**src/rtl/fsd_params.svh**
```systemverilog
`ifndef FSD_PARAMS_SVH
`define FSD_PARAMS_SVH

// flash addresses of the option byte and backdoor key
`define FSD_OPT_ADDR 16'hff0f
`define FSD_OPT_PAGED_ADDR 16'hbf0f
`define FSD_OPT_PAGE 8'h3f
`define FSD_KEY_BASE 16'hff00
`define FSD_KEY_WORDS 3'h4

// option byte fields
`define FSD_BKEN_HI 7
`define FSD_BKEN_LO 6
`define FSD_SST_HI 1
`define FSD_SST_LO 0
`define FSD_SST_UNSECURED 2'h2
`define FSD_BKEN_ENABLED 2'h2
`define FSD_SST_RECOMMENDED 2'h1

// apb register map (byte addresses)
`define FSD_REG_OPT 12'hf0f
`define FSD_REG_STATUS 12'h000
`define FSD_REG_KEY 12'h004
`define FSD_REG_CTRL 12'h008
`define FSD_OPT_RESET 8'hff
`define FSD_PREG_LO 16'h0000
`define FSD_PREG_HI 16'h03ff

`endif

```
**src/rtl/fsd_pkg.sv**
```systemverilog
package fsd_pkg;
	typedef enum logic [2:0] {
		FSD_IDLE = 3'h0,
		FSD_REQ_OPT = 3'h1,
		FSD_REQ_KEY = 3'h3,
		FSD_DONE = 3'h2
	} fsd_state_t;
	typedef logic [15:0] fsd_addr_t;
endpackage : fsd_pkg

```
**src/rtl/fsd_top.sv**
```systemverilog
// Notes on behaviour
// - unsecured when security state bits are 10 or after a passed special single-chip blank check
// - backdoor enabled only when backdoor enable bits are 10
// - option byte at ff0f: enable 7:6, spare 5:2, security 1:0
// - every reset copies the option byte into the shadow register
// - option byte also readable at bf0f with page 3f selected
// - secured normal single-chip blocks the background debug unit
// - secured normal single-chip restricts flash and eeprom commands
// - secured normal single-chip stops trace capture
// - secured debug hardware commands reach only peripheral registers
// - backdoor key at ff00-ff07, valid value and enable needed
// - secured special single-chip, blank check fail: hardware commands only
//
// Our own choice: the APB register port.
`timescale 1ns/1ps
`default_nettype none
`include "fsd_params.svh"
module fsd_top (
	// clock and reset
	input wire logic pclk,
	input wire logic presetn,
	// apb slave
	input wire logic psel,
	input wire logic penable,
	input wire logic pwrite,
	input wire logic [11:0] paddr,
	input wire logic [31:0] pwdata,
	output logic [31:0] prdata,
	output logic pready,
	output logic pslverr,
	// flash read port
	output fsd_pkg::fsd_addr_t flash_addr,
	output logic flash_req,
	input wire logic flash_ack,
	input wire logic [15:0] flash_rdata,
	// cpu view of flash page window
	input wire logic [15:0] cpu_addr,
	input wire logic [7:0] program_page_select,
	output logic cpu_opt_hit,
	// mode inputs
	input wire logic normal_single_chip,
	input wire logic special_single_chip,
	input wire logic blank_check_pass,
	input wire logic blank_check_done,
	// debug hardware command address
	input wire logic [15:0] hwcmd_addr,
	// decoded state
	output logic secured,
	output logic backdoor_en,
	output logic shadow_valid,
	output logic debug_block,
	output logic debug_fw_enable,
	output logic debug_hw_enable,
	output logic hwcmd_addr_ok,
	output logic nvm_restrict,
	output logic trace_disable
);
	import fsd_pkg::*;

	// ----------------------------------------
	// reset-time shadow load
	// ----------------------------------------
	fsd_state_t st_r, st_nxt;
	logic [7:0] shadow_r, shadow_nxt;
	logic [2:0] kidx_r, kidx_nxt;
	logic [3:0] kok_r, kok_nxt;
	logic unsec_r, unsec_nxt;
	// key words kept so each one is checked by its own comparator
	logic [15:0] key_mem [0:3];
	logic [15:0] key_mem_nxt [0:3];
	logic [3:0] key_word_ok;
	logic [3:0] key_good;
	logic dec_secured, dec_backdoor;

	// ----------------------------------------
	// per-word key validity
	// ----------------------------------------
	genvar g;
	generate
		for (g = 0; g < 4; g++) begin : g_key
			fsd_key_check u_key (
				.word(key_mem[g]),
				.word_ok(key_word_ok[g])
			);
		end
	endgenerate

	// a word counts only once it has really been fetched
	assign key_good = kok_r & key_word_ok;

	fsd_decode u_dec (
		.opt_byte(shadow_r),
		.secured(dec_secured),
		.backdoor_en(dec_backdoor)
	);

	always_comb begin
		st_nxt = st_r;
		shadow_nxt = shadow_r;
		kidx_nxt = kidx_r;
		kok_nxt = kok_r;
		key_mem_nxt = key_mem;
		flash_req = 1'b0;
		flash_addr = `FSD_OPT_ADDR;
		case (st_r)
			FSD_IDLE: begin
				st_nxt = FSD_REQ_OPT;
			end
			FSD_REQ_OPT: begin
				flash_req = 1'b1;
				flash_addr = `FSD_OPT_ADDR;
				if (flash_ack) begin
					shadow_nxt = flash_rdata[7:0];
					st_nxt = FSD_REQ_KEY;
				end
			end
			FSD_REQ_KEY: begin
				flash_req = 1'b1;
				flash_addr = `FSD_KEY_BASE + {12'h000, kidx_r[1:0], 1'b0, 1'b0} / 16'h0002;
				if (flash_ack) begin
					kok_nxt[kidx_r[1:0]] = 1'b1;
					key_mem_nxt[kidx_r[1:0]] = flash_rdata;
					kidx_nxt = kidx_r + 3'h1;
					if (kidx_r == (`FSD_KEY_WORDS - 3'h1)) begin
						st_nxt = FSD_DONE;
					end
				end
			end
			FSD_DONE: begin
				st_nxt = FSD_DONE;
			end
			default: begin
				st_nxt = FSD_IDLE;
			end
		endcase
	end

	always_ff @(posedge pclk or negedge presetn) begin
		if (!presetn) begin
			st_r <= FSD_IDLE;
			shadow_r <= `FSD_OPT_RESET;
			kidx_r <= 3'h0;
			kok_r <= 4'h0;
			for (int j = 0; j < 4; j++) begin
				key_mem[j] <= 16'h0000;
			end
		end else begin
			st_r <= st_nxt;
			shadow_r <= shadow_nxt;
			kidx_r <= kidx_nxt;
			kok_r <= kok_nxt;
			key_mem <= key_mem_nxt;
		end
	end

	// ----------------------------------------
	// security outputs
	// ----------------------------------------
	logic lock_eff;
	logic in_preg;

	// secured by default until the shadow and all four key words are loaded, so nothing leaks early
	assign shadow_valid = (st_r == FSD_DONE);
	assign lock_eff = !shadow_valid || (dec_secured && !unsec_r);
	assign secured = lock_eff;
	assign backdoor_en = shadow_valid && dec_backdoor && (&key_good);

	assign debug_block = lock_eff && normal_single_chip;
	assign nvm_restrict = lock_eff && (normal_single_chip || special_single_chip);
	assign trace_disable = lock_eff && (normal_single_chip || special_single_chip);
	assign debug_fw_enable = !lock_eff && !normal_single_chip;
	// blocked while the blank check runs
	assign debug_hw_enable = !debug_block &&
		!(lock_eff && special_single_chip && !blank_check_done);
	assign in_preg = (hwcmd_addr >= `FSD_PREG_LO) && (hwcmd_addr <= `FSD_PREG_HI);
	assign hwcmd_addr_ok = !lock_eff || in_preg;

	assign cpu_opt_hit = (cpu_addr == `FSD_OPT_ADDR) ||
		((cpu_addr == `FSD_OPT_PAGED_ADDR) && (program_page_select == `FSD_OPT_PAGE));

	// ----------------------------------------
	// temporary unsecure after blank check
	// ----------------------------------------
	// passing blank check in special mode lifts security until next reset
	always_comb begin
		unsec_nxt = unsec_r;
		if (shadow_valid && special_single_chip && blank_check_done && blank_check_pass) begin
			unsec_nxt = 1'b1;
		end
	end

	always_ff @(posedge pclk or negedge presetn) begin
		if (!presetn) begin
			unsec_r <= 1'b0;
		end else begin
			unsec_r <= unsec_nxt;
		end
	end

	// ----------------------------------------
	// apb slave
	// ----------------------------------------
	logic [31:0] rdata_r, rdata_nxt;
	logic err_r, err_nxt;
	logic setup;

	assign setup = psel && !penable;
	assign pready = psel && penable;
	assign prdata = rdata_r;
	assign pslverr = pready && err_r;

	always_comb begin
		rdata_nxt = rdata_r;
		err_nxt = err_r;
		if (setup) begin
			err_nxt = 1'b0;
			rdata_nxt = 32'h0000_0000;
			case (paddr)
				`FSD_REG_OPT: begin
					rdata_nxt = {24'h000000, shadow_r};
				end
				`FSD_REG_STATUS: begin
					rdata_nxt = {25'h0000000, unsec_r, debug_block, trace_disable,
						nvm_restrict, shadow_valid, backdoor_en, secured};
				end
				`FSD_REG_KEY: begin
					rdata_nxt = {28'h0000000, key_good};
				end
				default: begin
					err_nxt = 1'b1;
				end
			endcase
			// registers are read only
			if (pwrite) begin
				err_nxt = 1'b1;
			end
		end
	end

	always_ff @(posedge pclk or negedge presetn) begin
		if (!presetn) begin
			rdata_r <= 32'h0000_0000;
			err_r <= 1'b0;
		end else begin
			rdata_r <= rdata_nxt;
			err_r <= err_nxt;
		end
	end

	logic unused_w;
	assign unused_w = ^pwdata;
endmodule : fsd_top
`default_nettype wire

```
**src/rtl/fsd_decode.sv**
```systemverilog
`timescale 1ns/1ps
`default_nettype none
`include "fsd_params.svh"
module fsd_decode (
	// shadow byte
	input wire logic [7:0] opt_byte,
	// decoded
	output logic secured,
	output logic backdoor_en
);
	always_comb begin
		secured = (opt_byte[`FSD_SST_HI:`FSD_SST_LO] != `FSD_SST_UNSECURED);
		backdoor_en = (opt_byte[`FSD_BKEN_HI:`FSD_BKEN_LO] == `FSD_BKEN_ENABLED);
	end
endmodule : fsd_decode
`default_nettype wire

```
**src/rtl/fsd_key_check.sv**
```systemverilog
`timescale 1ns/1ps
`default_nettype none
module fsd_key_check (
	// key word
	input wire logic [15:0] word,
	// result
	output logic word_ok
);
	// erased or zero words are never a valid key
	always_comb begin
		word_ok = (word != 16'h0000) && (word != 16'hffff);
	end
endmodule : fsd_key_check
`default_nettype wire

```
**config.mk**
```make
export PLATFORM = sky130hd
export DESIGN_NAME = fsd_top
export DESIGN_NICKNAME = d
export VERILOG_FILES = /design/src/rtl/fsd_pkg.sv /design/src/rtl/fsd_top.sv /design/src/rtl/fsd_decode.sv /design/src/rtl/fsd_key_check.sv
export VERILOG_INCLUDE_DIRS = /design/src /design/src/rtl
export SDC_FILE = /design/constraint.sdc
export NUM_CORES = 1
export LEC_CHECK = 0
export BUFFER_PORTS_ARGS = -buffer_cell sky130_fd_sc_hd__buf_2
export CORE_ASPECT_RATIO = 0.9
export CORE_UTILIZATION = 40
export CTS_BUF_LIST = sky130_fd_sc_hd__clkbuf_8
export DETAILED_ROUTE_END_ITERATION = 6
export HOLD_SLACK_MARGIN = 0.03
export PLACE_DENSITY = 0.68
export SLEW_MARGIN = 20
export SYNTH_ARGS = -nofsm -noshare
export SYNTH_HDL_FRONTEND = slang
export SYNTH_HIERARCHICAL = 1
export SYNTH_SLANG_ARGS = --single-unit
export TNS_END_PERCENT = 20
```
**constraint.sdc**
```tcl
create_clock -name pclk -period 2.15 [get_ports pclk]
set_input_delay 0.5375 -clock pclk [delete_from_list [all_inputs] [get_ports pclk]]
set_output_delay 0.5375 -clock pclk [all_outputs]
set_load 0.02 [all_outputs]
```
==> results.txt <==
* Top cell type's share of synthesized area: 46.97%
- Commonest non-fill, non-tap cell in the layout: sky130_fd_sc_hd__buf_2
- Worst Path Required: between 1.5 and 2 ns
- After detailed routing, the total wire length is ~10000 um.
* Chip width: approximately 110 um
- In the layout the commonest cells are 88 x sky130_fd_sc_hd__buf_2, 83 x sky130_fd_sc_hd__dfrtp_1, 64 x sky130_fd_sc_hd__mux2_1.
- Summing the areas of all xor and xnor instances in the mapped netlist gives less than 1% of the synthesized area.
* Antenna violation net count after detailed routing: 0
* Share of total power consumed by net switching: 35.10%
- Setup violations remaining at the end of the flow were counted as 2.
- In the final layout, the multi-input gates occupy approximately 2000 um2.
- Compound-cell area share of the yosys netlist: 3.877%
* Post-DP Area: 4936 um2
- Met2 Usage GRT: 33.19%
* Mux contribution to synthesized area: 18.34%
* First-pass GRT wire length: between 15000 and 20000 um
* Yosys warnings: 6
* Worst-case vdd ir drop: 518.4 uV
- The finished cells cover 5219 um2.
- In the routed layout, each cell is associated on average with a via count of 5.262.
* Number of buffers between clock root and the deepest sink: 2
* Area growth syn-to-layout: 18.03%
- Worst Reg2Reg Path Length in Cells: 7
* Standard cell core area: approximately 11000 um2
- Sequential element share of the synthesized area: roughly half
* Sequential cell area: 2287 um2
* CP arrival: 1.80 ns
- Number of flops mapped to enable cells by yosys: 0
- Share of total power in sequential cells: a little over half
- Number of buffers added on ports: 92
- Yosys mapped the design onto 48 distinct sky130hd cell types.
- Setup slack on the worst reg-to-reg path comes out at ~0.37 ns.
- For this run, the top clock speed supported by timing is 427.4 MHz.
- Average cell area after synthesis: 12.18 um2
- Row Count: 36
* I/O Pins: 171
* Critical path endpoint category: primary output
* Pleak: 2.356 nW
- Setup ws final: -0.1899 ns
- The final hold violation count is 0.
- The worst path uses 108.8% of the clock period.
- RD Place Congestion: roughly 0.8
- The critical path is of the flip-flop to primary output type.
- Finished Core Util: slightly below 50%
- Of all nets on the critical path, the largest fanout is 3.
* Placed wire-length estimate: 7671 um
* Pin count of the biggest net entering global routing: 38
- Counting every instance in the synthesized netlist gives roughly 360.
- Total CTS buffers: 9
- Most congested layer reported by global routing: met2
- Combinational logic burns 26.9% of the power.
- Initial cell density of the core: 40.90%
* Post-synthesis cell area: 4422 um2
- After global routing the overflow that remains totals 0.
* Main flop type after synthesis: sky130_fd_sc_hd__dfrtp_1
- At the later pin of the worst-skew pair, clock insertion delay measures around 0.36 ns.
* Maximum Capacitance Violations: 0
- By area, the combinational part of the netlist is dominated by multiplexers.
* Ant. Diodes: 0
- CTS built an H-tree with a depth of 3.
* Starting DRC count in detailed routing: between 100 and 150
- In this run, synthesis produced a sequential element count of 91.
- Detailed routing inserted a total of 3152 vias.
- In this run the power density over the cells is 1100 nW/um2.
* Worst Setup Slack post-DPL: 0.01841 ns
- Fraction of layout instances using a drive strength above 1: 34.33%
- In this run the critical register-to-register path is captured at prdata[1]$_DFFE_PN0P_.
- Start of the worst register-to-register path: key_mem[19]$_DFFE_PN0P_
- Across the routed clock network, the largest skew measured is just under 0.007 ns.
* Clock-pin transition on the worst setup and hold timing paths: ~0.1 ns
- Type of element launching the critical path: flip-flop
* GRT met3 Usage: roughly 4.4%
- CTS saw 91 sinks.
- Global routing used between 10% and 20% of the available tracks across all layers.
* Die outline height: 101.7 um
* Average wire length per cell after detail routing: between 15 and 20 um
- Summed over all instances, the cell type with the most area after synthesis is sky130_fd_sc_hd__dfrtp_1.
- After Yosys synthesis, and, or, nand and nor cells account for 16.24% of the synthesized area.
- TritonCTS built the clock tree.
- After the last flow step, the layout net total stands at 576.
- Remaining design rule violation count: 0
- Internal power comes to 3.726 mW.
- The pre-antenna-repair detailed-routing pass consisted of 5 iterations.
- Die Area: 11480 um2
- For met1 alone, demand over resource in global routing was between 20% and 30%.
- Clock power frac: 20.2%
- For the finished layout, the period the worst path requires is around 2.3 ns.
* Net switching power: ~2.0 mW
* Final Slew Violations: 0
* Violated checks: negative setup slack
- Outcome: finished, violations left
- After synthesis, the share of flip-flops with an asynchronous set or reset is 100.0%.
- Vias in the first global route: 3097
* Final sum of negative setup slack: -0.2030 ns
- After filler insertion, the fill cell instance count of the layout stands at 997.
- Worst hold-check path type: input port to async pin
- The root buffer cell chosen for the clock tree is sky130_fd_sc_hd__clkbuf_8.
- The synthesized netlist devotes under 10% of its cell area to adder and majority cells.
- Number of antenna violations at the first check in global routing: 0
* Top area cells in the synthesized netlist: sky130_fd_sc_hd__dfrtp_1 47%, sky130_fd_sc_hd__mux2_1 16%, sky130_fd_sc_hd__buf_4 6.8%, sky130_fd_sc_hd__dfstp_2 4.8%, sky130_fd_sc_hd__nand4_1 3.1%
- Setup repair after global routing missed its margin: yes
## how the worst max path moves through the flow
stage	from	endpoint	slack, ns	depth (start not counted)
floorplan	hwcmd_addr[14]	hwcmd_addr_ok	0.008	2
global placement	key_mem[26]$_DFFE_PN0P_	backdoor_en	0.02	8
detailed placement	key_mem[28]$_DFFE_PN0P_	backdoor_en	0.02	8
CTS	key_mem[24]$_DFFE_PN0P_	backdoor_en	-0.21	6
global route	key_mem[11]$_DFFE_PN0P_	backdoor_en	-0.31	7
finish	key_mem[19]$_DFFE_PN0P_	backdoor_en	-0.19	6
## kinds of logic after synthesis
group                    after synthesis
AO/OA/AOI/OAI                         24
XOR/XNOR                               1
adder cells (fa/ha/maj)                5
buffers and inverters                 51
flip-flops                            91
multiplexers                          72
other                                  2
AND/OR/NAND/NOR                      117
## power by group through the flow
stage / Combinational [mW] / Clock (mW) / Sequential, mW
3_3_place_gp: 1.44 / 0 / 2.93
5_1_grt: 1.71 / 1.27 / 3.14
4_1_cts: 1.56 / 1.19 / 3.02
6_report: 1.54 / 1.16 / 3.04
3_5_place_dp: 1.51 / 0 / 3.00
2_1_floorplan: 1.15 / 0 / 2.82
## registers in the layout, summed over array words and instances, names as in the netlist
| signal | flops |
|---|---|
| kok_r | 4 |
| kidx_r | 3 |
| key_mem | 64 |
| st_r | 2 |
| shadow_r | 8 |
| prdata | 8 |
| err_r | 1 |
| unsec_r | 1 |
## layout make-up
class	instances	share of cell area, %
Tap cell	133	3.189
Clock inverter	7	1.486
Multi-Input combinational cell	255	38.29
Sequential cell	91	43.83
Timing Repair Buffer	101	10.62
Clock buffer	9	2.374
Inverter	3	0.2158
## worst max-delay path: stages (launching register included)
cell	delay (ns)
sky130_fd_sc_hd__dfrtp_1	0.43
sky130_fd_sc_hd__nor4_4	0.33
sky130_fd_sc_hd__and4_1	0.27
sky130_fd_sc_hd__nor2_2	0.06
sky130_fd_sc_hd__nand4_1	0.15
sky130_fd_sc_hd__nor4_4	0.07
sky130_fd_sc_hd__buf_6	0.13
## per-layer routing
| metal | vias to the layer above | routed length, um |
|---|---|---|
| met3 | 15 | 400 |
| met1 | 1562 | 4259 |
| met2 | 117 | 5086 |
| li1 | 1458 | - |
| met4 | 0 | 153 |
| met5 | - | 0 |
## stage by stage
| step | power [mW] | hold WS (ns) | cells |
|---|---|---|---|
| 2_1_floorplan | 3.971 | 0.2419 | 397 |
| 3_3_place_gp | 4.366 | 0.4500 | 585 |
| 4_1_cts | 5.765 | 0.07762 | 599 |
| 3_5_place_dp | 4.511 | 0.4534 | 585 |
| 6_report | 5.741 | 0.09068 | 599 |
| 5_1_grt | 6.115 | 0.09156 | 599 |
## synth_stat cells (all sizes together), types with 2 or more instances
| master | count |
|---|---|
| dfstp | 8 |
| nand2 | 24 |
| a22oi | 5 |
| nor3 | 2 |
| mux2 | 72 |
| o221ai | 2 |
| buf | 46 |
| or4 | 3 |
| a21oi | 2 |
| o21ai | 7 |
| a32oi | 2 |
| ha | 5 |
| and4 | 4 |
| clkbuf | 2 |
| nand3b | 3 |
| and2 | 2 |
| nand2b | 7 |
| nor2b | 4 |
| inv | 3 |
| nor4 | 24 |
| conb | 2 |
| dfrtp | 83 |
| nand4 | 22 |
| nand3 | 5 |
| and3 | 3 |
| nor2 | 11 |
## repair_timing
action	4_1_cts	5_1_grt
pin swaps	9	1
hold buffers	0	0
buffers inserted	0	0
endpoints found under the setup margin	2	8
resized for setup	16	4
No activity file was read; power rests on OpenSTA's default activity.
